File: src/hdl/rcpm_pkg.sv
// Purpose: shared constants and types of the reset controller and its reset pin manager
// Assumes: one clock (mclk, 200 MHz) stands in for the slow clock
// Notes: register offsets are byte addresses on a 32-bit classic Wishbone slave
package rcpm_pkg;

    // ----------------------------------------------------------------
    // timing
    // ----------------------------------------------------------------
    localparam int CLK_MHZ = 200;
    localparam int STARTUP_TIME_US = 1500;
    localparam int STARTUP_CYCLES_DEF = STARTUP_TIME_US * CLK_MHZ;
    localparam int SOFT_CYCLES = 3;
    localparam int USER_EXIT_CYCLES = 3;
    localparam logic [1:0] SOFT_LAST = 2'(SOFT_CYCLES - 1);
    localparam logic [1:0] USER_EXIT_LAST = 2'(USER_EXIT_CYCLES - 1);
    localparam int LEN_W = 4;
    localparam int PULSE_CNT_W = 17;

    // ----------------------------------------------------------------
    // register map
    // ----------------------------------------------------------------
    localparam int ADR_W = 4;
    localparam logic [3:0] ADDR_MODE = 4'h0;
    localparam logic [3:0] ADDR_STATUS = 4'h4;
    localparam logic [3:0] ADDR_CTRL = 4'h8;
    localparam int MODE_URST_EN_BIT = 0;
    localparam int MODE_IRQ_EN_BIT = 4;
    localparam int MODE_LEN_LSB = 8;
    localparam int STAT_URST_BIT = 0;
    localparam int STAT_TYPE_LSB = 8;
    localparam int STAT_PIN_BIT = 16;
    localparam int STAT_BUSY_BIT = 17;
    localparam int CTRL_PROC_BIT = 0;
    localparam int CTRL_PERIPH_BIT = 2;
    localparam int CTRL_EXT_BIT = 3;
    localparam logic URST_EN_RESET = 1'b1;
    localparam logic IRQ_EN_RESET = 1'b0;
    localparam logic [LEN_W-1:0] LEN_RESET = 4'h0;

    // ----------------------------------------------------------------
    // last reset type codes
    // ----------------------------------------------------------------
    localparam int TYPE_W = 3;
    localparam logic [TYPE_W-1:0] TYPE_POWERUP = 3'h0;
    localparam logic [TYPE_W-1:0] TYPE_SOFT = 3'h3;
    localparam logic [TYPE_W-1:0] TYPE_USER = 3'h4;

    typedef enum logic [2:0] {
        RCPM_STARTUP = 3'b000,
        RCPM_RUN = 3'b001,
        RCPM_SOFT = 3'b010,
        RCPM_USER = 3'b011,
        RCPM_USER_EXIT = 3'b100
    } rcpm_state_t;

    // pulse length is 2^(field+1) cycles; 5-bit sum keeps field 15 from wrapping
    function automatic logic [PULSE_CNT_W-1:0] pulse_cycles(input logic [LEN_W-1:0] f);
        logic [4:0] sh;
        sh = {1'b0, f} + 5'h1;
        return {{(PULSE_CNT_W-1){1'b0}}, 1'b1} << sh;
    endfunction

endpackage

File: src/hdl/rcpm_reset_ctrl.sv
// Purpose: reset controller making processor, peripheral and reset pin resets
// Assumes: mclk acts as the slow clock; reset_n is the power-on reset
// Notes: registers reached over classic Wishbone, one-cycle registered ack
//
// What this block does
// - all logic on one clock; three active-low resets: processor, peripheral, pin.
// - peripheral reset line resets every embedded peripheral.
// - pin, peripheral and processor resets driven separately or together per cause.
// - resets come from pin events or software commands; state manager chooses lines.
// - state manager requests the pin manager whenever the pin must go low.
// - pin manager holds the pin low for a programmed time.
// - after power-up a startup counter holds resets for the oscillator startup time.
// - last reset cause is recorded for software to read.
// - pin sampled each clock; low level reports a user reset request.
// - user reset enable at 0 stops a low pin from causing reset.
// - status bit shows the sampled pin level at any time.
// - user reset status sets on pin assertion, clears when status is read.
// - with interrupt enable at 1, pin assertion interrupts instead of resetting.
// - pulse lasts two to the power of field plus one cycles.
// - user reset ends after pin rises, resync then three startup cycles.
// - releasing processor reset after user reset loads the user reset code.
// - soft and startup resets end on their own count even if the pin is held low externally.
`timescale 1ns/1ps
`default_nettype none
module rcpm_reset_ctrl
    import rcpm_pkg::*;
#(
    parameter int STARTUP_CYCLES = STARTUP_CYCLES_DEF
) (
    input wire logic mclk,
    input wire logic reset_n,
    input wire logic wb_cyc_i,
    input wire logic wb_stb_i,
    input wire logic wb_we_i,
    input wire logic [ADR_W-1:0] wb_adr_i,
    input wire logic [3:0] wb_sel_i,
    input wire logic [31:0] wb_dat_i,
    output logic [31:0] wb_dat_o,
    output logic wb_ack_o,
    input wire logic reset_pin_i,
    output logic reset_pin_o,
    output logic reset_pin_oe,
    output logic proc_nreset,
    output logic periph_nreset,
    output logic user_reset_irq
);

    // ----------------------------------------------------------------
    // state
    // ----------------------------------------------------------------
    typedef struct packed {
        rcpm_state_t state;
        logic [31:0] startup_cnt;
        logic [1:0] seq_cnt;
        logic user_reset_enable;
        logic user_reset_irq_enable;
        logic [LEN_W-1:0] ext_pulse_length_field;
        logic user_reset_status;
        logic [TYPE_W-1:0] last_reset_type;
        logic soft_proc;
        logic soft_periph;
        logic soft_busy;
        logic level_prev;
        logic pulse_req;
        logic proc_nreset;
        logic periph_nreset;
        logic irq;
        logic ack;
        logic [31:0] dat;
    } rcpm_top_t;

    rcpm_top_t s;
    rcpm_top_t n;

    logic pin_level;
    logic pin_user_req;
    logic access;
    logic wr;
    logic rd_status;
    logic soft_write;
    logic user_trigger;
    logic pin_fell;
    logic [31:0] mode_word;
    logic [31:0] mode_new;
    logic [31:0] status_word;

    // byte-lane merge of a write into a held word
    function automatic logic [31:0] wb_merge(input logic [31:0] old_w, input logic [31:0] new_w,
                                            input logic [3:0] sel);
        logic [31:0] r;
        r = old_w;
        for (int i = 0; i < 4; i++) begin
            if (sel[i]) begin
                r[8*i +: 8] = new_w[8*i +: 8];
            end
        end
        return r;
    endfunction

    // ----------------------------------------------------------------
    // pin manager
    // ----------------------------------------------------------------
    rcpm_pin_mgr u_pin (
        .mclk(mclk),
        .reset_n(reset_n),
        .pin_i(reset_pin_i),
        .pulse_req(s.pulse_req),
        .pulse_len(s.ext_pulse_length_field),
        .pin_o(reset_pin_o),
        .pin_oe(reset_pin_oe),
        .pin_level(pin_level),
        .pin_user_req(pin_user_req)
    );

    // ----------------------------------------------------------------
    // register views
    // ----------------------------------------------------------------
    always_comb begin
        mode_word = '0;
        mode_word[MODE_URST_EN_BIT] = s.user_reset_enable;
        mode_word[MODE_IRQ_EN_BIT] = s.user_reset_irq_enable;
        mode_word[MODE_LEN_LSB +: LEN_W] = s.ext_pulse_length_field;
        status_word = '0;
        status_word[STAT_URST_BIT] = s.user_reset_status;
        status_word[STAT_TYPE_LSB +: TYPE_W] = s.last_reset_type;
        status_word[STAT_PIN_BIT] = pin_level;
        status_word[STAT_BUSY_BIT] = s.soft_busy;
    end

    // ----------------------------------------------------------------
    // next state
    // ----------------------------------------------------------------
    always_comb begin
        n = s;
        access = wb_cyc_i & wb_stb_i & ~s.ack;
        wr = access & wb_we_i;
        rd_status = access & ~wb_we_i & (wb_adr_i == ADDR_STATUS);
        mode_new = wb_merge(mode_word, wb_dat_i, wb_sel_i);
        // commands are only taken while running; busy or in reset they are dropped
        soft_write = wr & (wb_adr_i == ADDR_CTRL) & wb_sel_i[0] & (s.state == RCPM_RUN) &
                     (wb_dat_i[CTRL_PROC_BIT] | wb_dat_i[CTRL_PERIPH_BIT] |
                      wb_dat_i[CTRL_EXT_BIT]);
        user_trigger = pin_user_req & s.user_reset_enable & ~s.user_reset_irq_enable;
        pin_fell = s.level_prev & ~pin_level;

        n.ack = access;
        n.pulse_req = 1'b0;
        n.level_prev = pin_level;

        // bus slave: unmapped reads give zero, unmapped writes are dropped
        if (access && !wb_we_i) begin
            unique case (wb_adr_i)
                ADDR_MODE: n.dat = mode_word;
                ADDR_STATUS: n.dat = status_word;
                default: n.dat = '0;
            endcase
        end
        if (wr && wb_adr_i == ADDR_MODE) begin
            n.user_reset_enable = mode_new[MODE_URST_EN_BIT];
            n.user_reset_irq_enable = mode_new[MODE_IRQ_EN_BIT];
            n.ext_pulse_length_field = mode_new[MODE_LEN_LSB +: LEN_W];
        end

        // a fresh assertion in the read cycle survives the clear
        n.user_reset_status = pin_fell | (s.user_reset_status & ~rd_status);

        unique case (s.state)
            RCPM_STARTUP: begin
                n.startup_cnt = s.startup_cnt + 32'h1;
                if (s.startup_cnt >= 32'(STARTUP_CYCLES - 1)) begin
                    n.state = RCPM_RUN;
                    n.last_reset_type = TYPE_POWERUP;
                end
            end
            RCPM_RUN: begin
                if (soft_write) begin
                    n.state = RCPM_SOFT;
                    n.seq_cnt = '0;
                    n.soft_busy = 1'b1;
                    n.soft_proc = wb_dat_i[CTRL_PROC_BIT];
                    n.soft_periph = wb_dat_i[CTRL_PERIPH_BIT];
                    n.pulse_req = wb_dat_i[CTRL_EXT_BIT];
                end else if (user_trigger) begin
                    n.state = RCPM_USER;
                end
            end
            RCPM_SOFT: begin
                // the pin has no effect here
                n.seq_cnt = s.seq_cnt + 2'h1;
                if (s.seq_cnt == SOFT_LAST) begin
                    n.state = RCPM_RUN;
                    n.soft_busy = 1'b0;
                    if (s.soft_proc) begin
                        n.last_reset_type = TYPE_SOFT;
                    end
                end
            end
            RCPM_USER: begin
                n.seq_cnt = '0;
                if (pin_level) begin
                    n.state = RCPM_USER_EXIT;
                end
            end
            RCPM_USER_EXIT: begin
                n.seq_cnt = s.seq_cnt + 2'h1;
                if (!pin_level) begin
                    n.state = RCPM_USER;
                end else if (s.seq_cnt == USER_EXIT_LAST) begin
                    n.state = RCPM_RUN;
                    n.last_reset_type = TYPE_USER;
                end
            end
            default: begin
                n.state = RCPM_STARTUP;
                n.startup_cnt = '0;
            end
        endcase

        // outputs follow the next state so a command bites on the following edge
        n.proc_nreset = ~((n.state == RCPM_STARTUP) | (n.state == RCPM_USER) |
                          (n.state == RCPM_USER_EXIT) |
                          ((n.state == RCPM_SOFT) & n.soft_proc));
        n.periph_nreset = ~((n.state == RCPM_STARTUP) | (n.state == RCPM_USER) |
                            (n.state == RCPM_USER_EXIT) |
                            ((n.state == RCPM_SOFT) & n.soft_periph));
        n.irq = n.user_reset_status & n.user_reset_irq_enable;
    end

    // ----------------------------------------------------------------
    // registers
    // ----------------------------------------------------------------
    always_ff @(posedge mclk or negedge reset_n) begin
        if (!reset_n) begin
            s <= '{state: RCPM_STARTUP, startup_cnt: '0, seq_cnt: '0,
                   user_reset_enable: URST_EN_RESET, user_reset_irq_enable: IRQ_EN_RESET,
                   ext_pulse_length_field: LEN_RESET, user_reset_status: 1'b0,
                   last_reset_type: TYPE_POWERUP, soft_proc: 1'b0, soft_periph: 1'b0,
                   soft_busy: 1'b0, level_prev: 1'b1, pulse_req: 1'b0,
                   proc_nreset: 1'b0, periph_nreset: 1'b0, irq: 1'b0, ack: 1'b0,
                   dat: '0};
        end else begin
            s <= n;
        end
    end

    assign wb_dat_o = s.dat;
    assign wb_ack_o = s.ack;
    assign proc_nreset = s.proc_nreset;
    assign periph_nreset = s.periph_nreset;
    assign user_reset_irq = s.irq;

endmodule
`default_nettype wire

File: src/hdl/rcpm_pin_mgr.sv
// Purpose: samples the bidirectional active-low reset pin and shapes its outgoing pulse
// Assumes: pin is open drain with an external pull-up
// Notes: own pulses are masked from the user reset request until the pin is seen high again
`timescale 1ns/1ps
`default_nettype none
module rcpm_pin_mgr
    import rcpm_pkg::*;
(
    input wire logic mclk,
    input wire logic reset_n,
    input wire logic pin_i,
    input wire logic pulse_req,
    input wire logic [LEN_W-1:0] pulse_len,
    output logic pin_o,
    output logic pin_oe,
    output logic pin_level,
    output logic pin_user_req
);

    typedef struct packed {
        logic [2:0] sync;
        logic level;
        logic driving;
        logic own;
        logic seen_low;
        logic [PULSE_CNT_W-1:0] cnt;
        logic o;
        logic user_req;
    } rcpm_pin_t;

    rcpm_pin_t s;
    rcpm_pin_t n;

    // ----------------------------------------------------------------
    // next state
    // ----------------------------------------------------------------
    always_comb begin
        n = s;
        n.sync = {s.sync[1:0], pin_i};
        // a change counts only once second and third stages agree
        if (s.sync[1] == s.sync[2]) begin
            n.level = s.sync[2];
        end
        if (s.driving) begin
            if (s.cnt == '0) begin
                n.driving = 1'b0;
            end else begin
                n.cnt = s.cnt - {{(PULSE_CNT_W-1){1'b0}}, 1'b1};
            end
        end else if (pulse_req) begin
            n.driving = 1'b1;
            n.own = 1'b1;
            n.seen_low = 1'b0;
            n.cnt = pulse_cycles(pulse_len) - {{(PULSE_CNT_W-1){1'b0}}, 1'b1};
        end
        if (s.own && !s.level) begin
            n.seen_low = 1'b1;
        end
        // limitation: a pin that never goes low keeps the mask set
        if (s.own && s.seen_low && s.level && !s.driving && !pulse_req) begin
            n.own = 1'b0;
        end
        n.o = ~n.driving;
        n.user_req = ~n.level & ~n.own;
    end

    always_ff @(posedge mclk or negedge reset_n) begin
        if (!reset_n) begin
            s <= '{sync: 3'h7, level: 1'b1, driving: 1'b0, own: 1'b0, seen_low: 1'b0,
                   cnt: '0, o: 1'b1, user_req: 1'b0};
        end else begin
            s <= n;
        end
    end

    assign pin_o = s.o;
    assign pin_oe = s.driving;
    assign pin_level = s.level;
    assign pin_user_req = s.user_req;

endmodule
`default_nettype wire

File: config.mk
export PLATFORM = sky130hd
export DESIGN_NAME = rcpm_reset_ctrl
export DESIGN_NICKNAME = d
export VERILOG_FILES = /design/src/hdl/rcpm_pkg.sv /design/src/hdl/rcpm_reset_ctrl.sv /design/src/hdl/rcpm_pin_mgr.sv
export SDC_FILE = /design/constraint.sdc
export NUM_CORES = 1
export LEC_CHECK = 0
export ABC_AREA = 1
export ABC_CLOCK_PERIOD_IN_PS = 4700
export BUFFER_PORTS_ARGS = -buffer_cell sky130_fd_sc_hd__buf_2
export CORE_ASPECT_RATIO = 1.25
export CORE_UTILIZATION = 35
export CTS_CLUSTER_DIAMETER = 200
export DETAILED_ROUTE_END_ITERATION = 8
export GPL_ROUTABILITY_DRIVEN = 0
export HOLD_SLACK_MARGIN = 0.05
export PLACE_DENSITY_LB_ADDON = 0.05
export REMOVE_ABC_BUFFERS = 1
export SLEW_MARGIN = 20
export SYNTH_ARGS = -nofsm -noshare
export SYNTH_HDL_FRONTEND = slang
export SYNTH_SLANG_ARGS = --single-unit
export TNS_END_PERCENT = 100
File: constraint.sdc
create_clock -name mclk -period 4.7 [get_ports mclk]
set_input_delay 0.235 -clock mclk [delete_from_list [all_inputs] [get_ports mclk]]
set_output_delay 0.235 -clock mclk [all_outputs]
set_load 0.1 [all_outputs]
==> results of run 1 <==
-- logic make-up (layout without fill, tap and decap cells) --
kind of cell / after synthesis / count (layout)
xor gates and xnor gates: 10 / 10
other: 2 / 25
adders and majority gates: 5 / 5
and+or+nand+nor: 351 / 351
AOI/OAI and AO/OA: 116 / 116
buffers and inverters: 131 / 141
DFF: 89 / 89
-- layout make-up --
class,count,area [µm²]
fillers,1538,8740
multi-input cells,507,2520
flip-flops and latches,89,2240
inverters,88,330
clock buffers,10,239
well taps,178,223
repair buffers,37,203
clock inverters,6,96.3
-- power by group --
part           internal (mW)  switching (mW)
registers              0.876          0.0981
logic                  0.215           0.705
clock network          0.489           0.332
-- placed cells by master, fill, tap and decap left out, drive strengths merged, types with 7 or more instances in the layout --
cell type / n
conb: 25
nand2: 138
dfstp: 7
nand3: 54
inv: 91
o21ai: 61
clkbuf: 10
dfrtp: 82
a21oi: 28
xor2: 8
nor3: 31
nand4: 15
nor2: 100
buf: 35
-- per-stage QoR --
stage | hold WS (ps) | instance area (µm²)
6_report | 138 | 5850
2_1_floorplan | -60.6 | 5090
5_1_grt | 142 | 5850
3_5_place_dp | 253 | 5500
3_3_place_gp | 239 | 5500
4_1_cts | 126 | 5850
-- final timing paths --
path	from	end	slack, ps	depth (start not counted)
setup / recovery	u_pin.pin_oe	u_pin.s[9]	2380	7
hold / removal	wb_stb_i	wb_ack_o	140	3
setup reg to reg	u_pin.pin_oe	u_pin.s[9]	2380	7
hold reg to reg	u_pin.n[25]	u_pin.s[25]	370	0
max in group asynchronous	reset_n	s[70]	3210	3
min in group asynchronous	reset_n	u_pin.s[11]	400	2
-- sequential cells by signal (all words and copies together), names as in the netlist --
name / count
wb_ack_o: 1
u_pin.pin_user_req: 1
s: 45
u_pin.pin_o: 1
u_pin.pin_level: 1
wb_dat_o: 8
mode_word: 6
user_reset_irq: 1
u_pin.s: 20
u_pin.pin_oe: 1
proc_nreset: 1
periph_nreset: 1
u_pin.n: 2
-- tightest hold or removal path: cells and delay by family --
| family | cells | cell delay, ps |
|---|---|---|
| buffers and inverters | 1 | 90 |
| AND/OR/NAND/NOR | 2 | 110 |
-- per-layer routing --
metal  GRT usage (%)  up-vias
met3            3.70       12
met5               0        -
met2            32.6       77
met1            22.0     2167
met4            5.82        0
li1                -     2322
==> metrics.md, run 1 <==
| Metric | Value |
|---|---|
| Worst Path Max Fanout | `22` |
| Final core occ | `40.1%` |
| Setup_tns | `0 ps` |
| Crit path cell chain | `inv_2 > nand2_1 > inv_2 > nor2_4 > inv_2 > nor2_1 > a31oi_1` |
| Required @ worst endpoint | `4910 ps` |
| Final cell count without fillers | `915` |
| Slew @ Worst Pin | `714 ps` |
| Asr flop ratio synth | `100%` |
| Global-route wire length before repair | `22600 µm` |
| Unrepaired setup endpoints after global routing | `false` |
| Flops & latches, synth | `89` |
| Core area | `14600 µm²` |
| Yosys top cell area share | `38.6%` |
| Num rows | `49` |
| PD cells | `464 nW/µm²` |
| Slew Viols, Final | `0` |
| Crit share post-route | `49.3%` |
| Cts hold-fix bufs | `2` |
| Pre-CTS setup slack | `2340 ps` |
| CTS tree | `yes` |
| Largest net degree at the start of global routing | `53` |
| Per-cell routed wire length | `14.6 µm` |
| Worst-path clk slew | `70 ps` |
| Slowest CP cell | `dfrtp_1` |
| Clock Sinks | `89` |
| Layout area overhead | `10.2%` |
| Max stage delay on crit path | `670 ps` |
| Vias/cell | `5.00` |
| Max IR drop VDD | `196 µV` |
| Area share of fa/ha/maj cells after synthesis | `1.13%` |
| CTS Buf Count | `9` |
| Initial DRC Count | `282` |
| Compound-Gate Fraction of Synth Area | `12.4%` |
| XOR/XNOR share of the synthesized area | `1.65%` |
| Post-synth EDFFs | `0` |
| GRT Total Usage | `18.3%` |
| Placed cell count | `897` |
| DRC errors left | `4` |
| ANT cells | `0` |
| Vias | `4578` |
| Post-Route M1 WL | `5800 µm` |
| Worst setup EP type | `flip-flop` |
| Worst Skew | `11.9 ps` |
| Setup Buffers After CTS | `0` |
| Post-DP HPWL | `9910 µm` |
| First-pass detailed-route iteration total | `7` |
| Synth warnings | `0` |
| Outcome | `finished with violations` |
| Skew-Pair Late Insertion Delay | `350 ps` |
| Biggest area contributors in the synthesized netlist | `dfrtp_1 39%, nand2_1 9.0%, nor2_1 6.4%` |
| CTS root buffer | `clkbuf_16` |
| Number of top-level pins | `84` |
| Met3 wire len | `409 µm` |
| Post_cts resized | `0` |
| Post-Syn Instances | `704` |
| Critical path startpoint category | `flip-flop` |
| Layout cells sized above 1 | `12.8%` |
| H-Tree Depth | `3` |
| Longest Clk Path Bufs | `2` |
| Final setup margin | `2380 ps` |
| Number of global-route vias before repair | `4549` |
| Leading area contributor after synthesis | `dfrtp_1` |
| Sequential fraction of the synthesis area | `42.1%` |
| Final wirelength | `13400 µm` |
| GR Overflow Total | `0` |
| Total power | `2.71 mW` |
| Die ar. | `15700 µm²` |
| Final hold violations | `0` |
| IO Port Bufs | `33` |
| Max Cap Viol | `0` |
| Die Width | `112 µm` |
| Critical Path AT | `2530 ps` |
| Most used DFF post-synth | `dfrtp_1` |
| Most frequent cell after synthesis | `nand2_1` |
| Initial antenna violation count | `0` |
| Setup violators final | `0` |
| Crit path top cell by count | `inv_2` |
| Post-synthesis mux area share | `0%` |
| Avg Synthesized Cell Area | `7.54 µm²` |
| Met2 wire length | `6990 µm` |
| Simple-gate share of the synthesized area | `30.6%` |
| Initial Util | `36.4%` |
| Synth cell types | `47` |
| Min-delay worst type | `input port to flip-flop` |
| Fin crit period | `2320 ps` |
| Most frequent cells after synthesis | `128 x nand2_1, 90 x nor2_1, 82 x dfrtp_1` |
| Failing checks | `design-rule violations` |
| Delay-heaviest family, CP | `simple AND/OR/NAND/NOR gates` |
| Crit path buf inv count | `3` |
| Cell area after synthesis | `5310 µm²` |
| Slew headroom | `52.4%` |
| Highest metal used | `met4` |
| Crit Path Class | `flip-flop to flip-flop` |
| Fin nets | `782` |
| Max Freq | `432 MHz` |
| Leak | `2.75 nW` |
| Die Height | `140 µm` |
| Largest family of logic cells by synthesized area | `simple AND/OR/NAND/NOR gates` |
| Final ANT Viol Nets | `0` |
Note: power is estimated with default switching activity, not from simulation.
==> run 2: changes to the inputs <==
ABC_CLOCK_PERIOD_IN_PS = 1900   (was 4700)
clock period = 1.9 ns   (was 4.7 ns; I/O delays follow)
==> run 2 against run 1 <==
The run still ends with design-rule violations left. Non-clock buffer count up 48. Via count up 4.6%. Design area up 8.3%. Die area unchanged. Sequential cell count unchanged. Clock-buffer cell count up 1. Hold slack worse by 74 ps. Largest power group is now combinational cells.
==> metrics.md, run 2 (synthesis results as in run 1) <==
| Metric | Value |
|---|---|
| Number of top-level pins | `84 (unchanged)` |
| Largest net degree at the start of global routing | `54 (+1.9%)` |
| Worst Skew | `7.04 ps (-4.82 ps)` |
| Final hold violations | `0 (unchanged)` |
| Critical Path AT | `2080 ps (-450 ps)` |
| Leak | `2.99 nW (+8.8%)` |
| Final wirelength | `13800 µm (+2.8%)` |
| GRT Total Usage | `18.8% (+0.46 points)` |
| Setup violators final | `0 (unchanged)` |
| Initial antenna violation count | `0 (unchanged)` |
| Reg-to-Reg Start | `wb_ack_o` |
| Layout area overhead | `19.3%` |
| Longest Clk Path Bufs | `2 (unchanged)` |
| Initial Util | `36.4% (unchanged)` |
| Most frequent cells in the layout | `128 x nand2_1, 85 x nor2_1, 81 x dfrtp_1` |
| Crit Path Class | `flip-flop to flip-flop` |
| Unrepaired setup endpoints after global routing | `false` |
| Max Cap Viol | `0 (unchanged)` |
| CTS root buffer | `clkbuf_16` |
| Worst-path clk slew | `70 ps (about the same)` |
| Die Width | `112 µm (unchanged)` |
| Placed Instance Area | `5760 µm² (+4.7%)` |
| Number of global-route vias before repair | `4715 (+3.6%)` |
| Max IR drop VDD | `441 µV (+120%)` |
| Max FFs per register | `45 (unchanged)` |
| Fin nets | `830 (+6.1%)` |
| Slew headroom | `62.0% (+9.6 points)` |
| Fin area | `6340 µm² (+8.3%)` |
| Crit share post-route | `93.7% (+44 points)` |
| Fillers | `1526 (-0.78%)` |
| Vias/cell | `4.97 (-0.58%)` |
| Global-route wire length before repair | `23100 µm (+2.1%)` |
| Vias | `4790 (+4.6%)` |
| Post-DP HPWL | `10400 µm (+5.3%)` |
| Required @ worst endpoint | `2200 ps (-2710 ps)` |
| Min-delay worst type | `input port to flip-flop` |
| Die ar. | `15700 µm² (unchanged)` |
| Worst Path Max Fanout | `4 (-82%)` |
| Failing checks | `design-rule violations` |
| PD cells | `1080 nW/µm² (+130%)` |
| Setup_tns | `0 ps (unchanged)` |
| First-pass detailed-route iteration total | `6 (-1)` |
| Final ANT Viol Nets | `0 (unchanged)` |
| ANT cells | `0 (unchanged)` |
| Worst setup EP type | `flip-flop` |
| Slew @ Worst Pin | `565 ps (-150 ps)` |
| CTS Buf Count | `9 (unchanged)` |
| Die Height | `140 µm (unchanged)` |
| Initial DRC Count | `213 (-24%)` |
| Max Freq | `562 MHz (+30%)` |
| Most common cell after layout, fill and taps aside | `nand2_1` |
| IO Port Bufs | `33 (unchanged)` |
| Fin crit period | `1780 ps (-537 ps)` |
| Final cell count without fillers | `963 (+5.2%)` |
| DRC errors left | `4 (unchanged)` |
| H-Tree Depth | `3 (unchanged)` |
| Outcome | `finished with violations` |
| Layout cells sized above 1 | `19.0% (+6.2 points)` |
| Num rows | `49 (unchanged)` |
| Hold wc startpoint | `wb_dat_i[2]` |
| Clock Sinks | `89 (unchanged)` |
| Critical path startpoint category | `flip-flop` |
| Core area | `14600 µm² (unchanged)` |
| Per-cell routed wire length | `14.3 µm (-2.3%)` |
| Placed cell count | `930 (+3.7%)` |
| CP startpoint | `wb_ack_o` |
| Slew Viols, Final | `0 (unchanged)` |
| CTS tree | `yes` |
| Skew-Pair Late Insertion Delay | `350 ps (about the same)` |
| Largest reg by FF count | `s` |
| GR Overflow Total | `0 (unchanged)` |
[run 2: changes by cell type in the layout (fill, tap and decap cells not counted), sizes merged]
cell / previous run / this run
buf: 35 / 71
clkinvlp: 1 / 2
dlygate4sd3: 2 / 14
inv: 91 / 90
clkbuf: 10 / 11
bufinv: 2 / 1
[run 2: worst paths after layout]
kind	to	slack, ps	cells after the start
max	mode_word[0]	120	6
min	s[39]	60	3
max reg2reg	mode_word[0]	120	6
min reg2reg	u_pin.n[25]	360	0
max in group asynchronous	s[37]	1160	3
min in group asynchronous	u_pin.s[8]	120	2
[run 2: metrics by stage]
| step | total power, mW | setup WS (ps) | util, % | hold slack [ps] |
|---|---|---|---|---|
| after floorplan | 4.07 | -418 | - | -201 |
| after global placement | 4.89 | 95.6 | 39.4 | -53.5 |
| after detailed placement | 4.93 | 14.3 | 39.4 | -51.4 |
| after CTS | 6.86 | 33.5 | 42.5 | 54.6 |
| after global routing | 7.30 | 3.06 | 43.4 | 91.2 |
| final | 6.86 | 120 | 43.4 | 64.5 |
[run 2: metal layers]
metal	track usage (%)	vias to the layer above	share of wire (%)
met4	9.40	0	2.7
met5	0	-	0
met3	2.48	21	2.5
met2	34.3	67	53
met1	21.3	2273	42
li1	-	2429	-
[run 2: layout make-up]
cell class                 instances  area [µm²]  area share [%]
clock inverter                     5        62.6           0.987
clock buffer                      11         243            3.83
tap                              178         223            3.51
multi-input combinational        507        2630            41.5
inverter                          88         335            5.29
timing repair buffer              85         609            9.61
sequential                        89        2240            35.3
[run 2: what timing repair did]
action	4_1_cts	5_1_grt
endpoints found under the setup margin	1	27
buffers inserted	0	3
pin swaps	0	4
resized for setup	1	31
hold buffers	14	0
hold endpoints to repair	92	0
[run 2: critical path, cell delays in order, from the launching register on]
cell           delay (ps)
dfrtp_1               390
nor3_1                190
buf_4                 160
and3_4                190
nand2_1                90
o21ai_1               130
dlygate4sd3_1         570
[run 2: where the power goes]
group	switching (mW)	internal (mW)	leakage (nW)	total, mW
clock	0.805	1.07	0.143	1.87
combinational	1.83	0.775	1.71	2.60
sequential	0.218	2.17	1.14	2.39
==> run 3: changes to the inputs <==
REMOVE_ABC_BUFFERS = not set   (was 1)
TNS_END_PERCENT = not set   (was 100)
==> run 3 against run 2 <==
The flow still finishes with violations (design-rule violations). Cell count decreased by 0.83%. Critical path depth rose by 4. Sequential share of layout area is 0.79 points higher. Global-route usage is 0.70 points lower. Largest cell class unchanged. Power decreased by 1.2%. Register-to-register slack better by 20 ps.
==> metrics.md, run 3 (synthesis results as in run 1) <==
| Metric | Value |
|---|---|
| Hold Slack | `52.5 ps (-12.1 ps)` |
| Outcome | `finished with violations` |
| Min-delay worst type | `input port to flip-flop` |
| Worst-path clk slew | `70 ps (about the same)` |
| Max Cap Viol | `0 (unchanged)` |
| Setup_tns | `0 ps (unchanged)` |
| Vias/cell | `4.98 (about the same)` |
| Met3 usage | `2.26% (-0.22 points)` |
| Largest reg by FF count | `s` |
| Initial Util | `36.4% (unchanged)` |
| Num rows | `49 (unchanged)` |
| DRC errors left | `6 (+2)` |
| Max IR drop VDD | `489 µV (+11%)` |
| Fin area | `6210 µm² (-2.0%)` |
| Post-DP HPWL | `10300 µm (-1.5%)` |
| Layout area overhead | `16.9%` |
| Longest Clk Path Bufs | `2 (unchanged)` |
| Die Height | `140 µm (unchanged)` |
| Die Width | `112 µm (unchanged)` |
| Pre-CTS setup slack | `71.2 ps (+56.9 ps)` |
| Setup violators final | `0 (unchanged)` |
| Critical Path AT | `1990 ps (-90 ps)` |
| Worst Skew | `8.68 ps (+1.64 ps)` |
| Die ar. | `15700 µm² (unchanged)` |
| Placed Instance Area | `5730 µm² (-0.48%)` |
| Final cell count without fillers | `955 (-0.83%)` |
| CTS root buffer | `clkbuf_16` |
| Final setup margin | `137 ps (+16.6 ps)` |
| Crit path top cell by count | `nand2_4` |
| Number of global-route vias before repair | `4636 (-1.7%)` |
| Max FFs per register | `45 (unchanged)` |
| PD cells | `1090 nW/µm² (+0.78%)` |
| GRT busiest layer | `met2` |
| Max stage delay on crit path | `390 ps (-180 ps)` |
| Critical path startpoint category | `flip-flop` |
| Max Freq | `567 MHz (+0.94%)` |
| Final wirelength | `13400 µm (-2.8%)` |
| Skew-Pair Late Insertion Delay | `350 ps (about the same)` |
| Worst setup EP type | `flip-flop` |
| Crit path cell chain | `ha_2 > nand2_2 > nor2_4 > nand2_4 > nor2_8 > nand2_4 > nor3_4 > nand3_2 > nor3_1 > nor2_1` |
| Clock Sinks | `89 (unchanged)` |
| Crit share post-route | `92.8% (-0.87 points)` |
| Core area | `14600 µm² (unchanged)` |
| Slowest CP cell | `dfrtp_1` |
| Fin crit period | `1760 ps (-16.6 ps)` |
| Layout cells sized above 1 | `17.6% (-1.3 points)` |
| Register area | `2240 µm² (+0.17%)` |
| Failing checks | `design-rule violations` |
| Fillers | `1501 (-1.6%)` |
| GR Overflow Total | `0 (unchanged)` |
| Final ANT Viol Nets | `0 (unchanged)` |
| Initial antenna violation count | `0 (unchanged)` |
| Vias | `4754 (-0.75%)` |
| Number of top-level pins | `84 (unchanged)` |
| Most frequent cells in the layout | `127 x nand2_1, 85 x nor2_1, 80 x inv_1` |
| Placed cell count | `926 (-0.43%)` |
| Total power | `6.78 mW (-1.2%)` |
| Unrepaired setup endpoints after global routing | `false` |
| CTS Buf Count | `9 (unchanged)` |
| Initial DRC Count | `253 (+19%)` |
| Met2 Use GR | `32.8% (-1.5 points)` |
| Largest net degree at the start of global routing | `36 (-33%)` |
| Grt met1 use | `21.5% (+0.17 points)` |
| GRT Total Usage | `18.1% (-0.70 points)` |
| ANT cells | `0 (unchanged)` |
| Global-route wire length before repair | `22500 µm (-2.5%)` |
| Leak | `2.93 nW (-2.1%)` |
| Per-cell routed wire length | `14.0 µm (-2.0%)` |
| Final hold violations | `0 (unchanged)` |
| Final core occ | `42.6% (-0.87 points)` |
| CTS tree | `yes` |
| IO Port Bufs | `33 (unchanged)` |
| Required @ worst endpoint | `2130 ps (-70 ps)` |
| Crit Path Class | `flip-flop to flip-flop` |
| Slew Viols, Final | `0 (unchanged)` |
| Multi-input logic area | `2560 µm² (-2.7%)` |
| First-pass detailed-route iteration total | `7 (+1)` |
| Worst Path Max Fanout | `5 (+1)` |
| H-Tree Depth | `3 (unchanged)` |
| Fin nets | `822 (-0.96%)` |
| Most common cell after layout, fill and taps aside | `nand2_1` |
-- run 3: cell count changes in the layout (fill, tap and decap cells not counted), sizes merged --
cell,change
clkinvlp,-1
dlygate4sd3,-2
buf,-6
clkinv,+2
clkbuf,-1
-- run 3: critical path, delay by kind of cell (launching register included) --
family | cells | cell delay (ps)
fa+ha+maj | 1 | 220
flops | 1 | 390
simple gates | 9 | 1040
-- run 3: cell type report --
| type | instances | share of cell area (%) |
|---|---|---|
| clock buffers | 10 | 3.85 |
| well taps | 178 | 3.59 |
| inverters | 88 | 5.36 |
| clock inverters | 6 | 1.17 |
| multi-input cells | 507 | 41.2 |
| flip-flops and latches | 89 | 36.1 |
| repair buffers | 77 | 8.76 |
-- run 3: per-layer routing --
metal	vias to the layer above	share of wire, %
met2	65	53
li1	2410	-
met3	15	2.1
met4	0	1.8
met1	2264	43
met5	-	0
-- run 3: worst paths after layout --
check	from	endpoint	slack, ps	cells past startpoint
max in group asynchronous	reset_n	s[64]	960	3
hold / removal	wb_dat_i[2]	s[39]	50	3
setup / recovery	s[53]	s[79]	140	10
setup reg to reg	s[53]	s[79]	140	10
hold reg to reg	u_pin.n[24]	u_pin.n[25]	360	0
min in group asynchronous	reset_n	u_pin.s[9]	240	2
-- run 3: power breakdown --
group	internal (mW)	total [mW]	leakage (nW)	switching [mW]
registers	2.17	2.38	1.13	0.214
clock network	1.07	1.88	0.150	0.814
logic	0.727	2.51	1.64	1.78
-- run 3: timing repair --
| item | 4_1_cts | 5_1_grt |
|---|---|---|
| setup buffers | 0 | 1 |
| setup endpoints to repair | 0 | 20 |
| resized for setup | 0 | 17 |
| hold buffers | 12 | 0 |
| hold endpoints to repair | 39 | 0 |
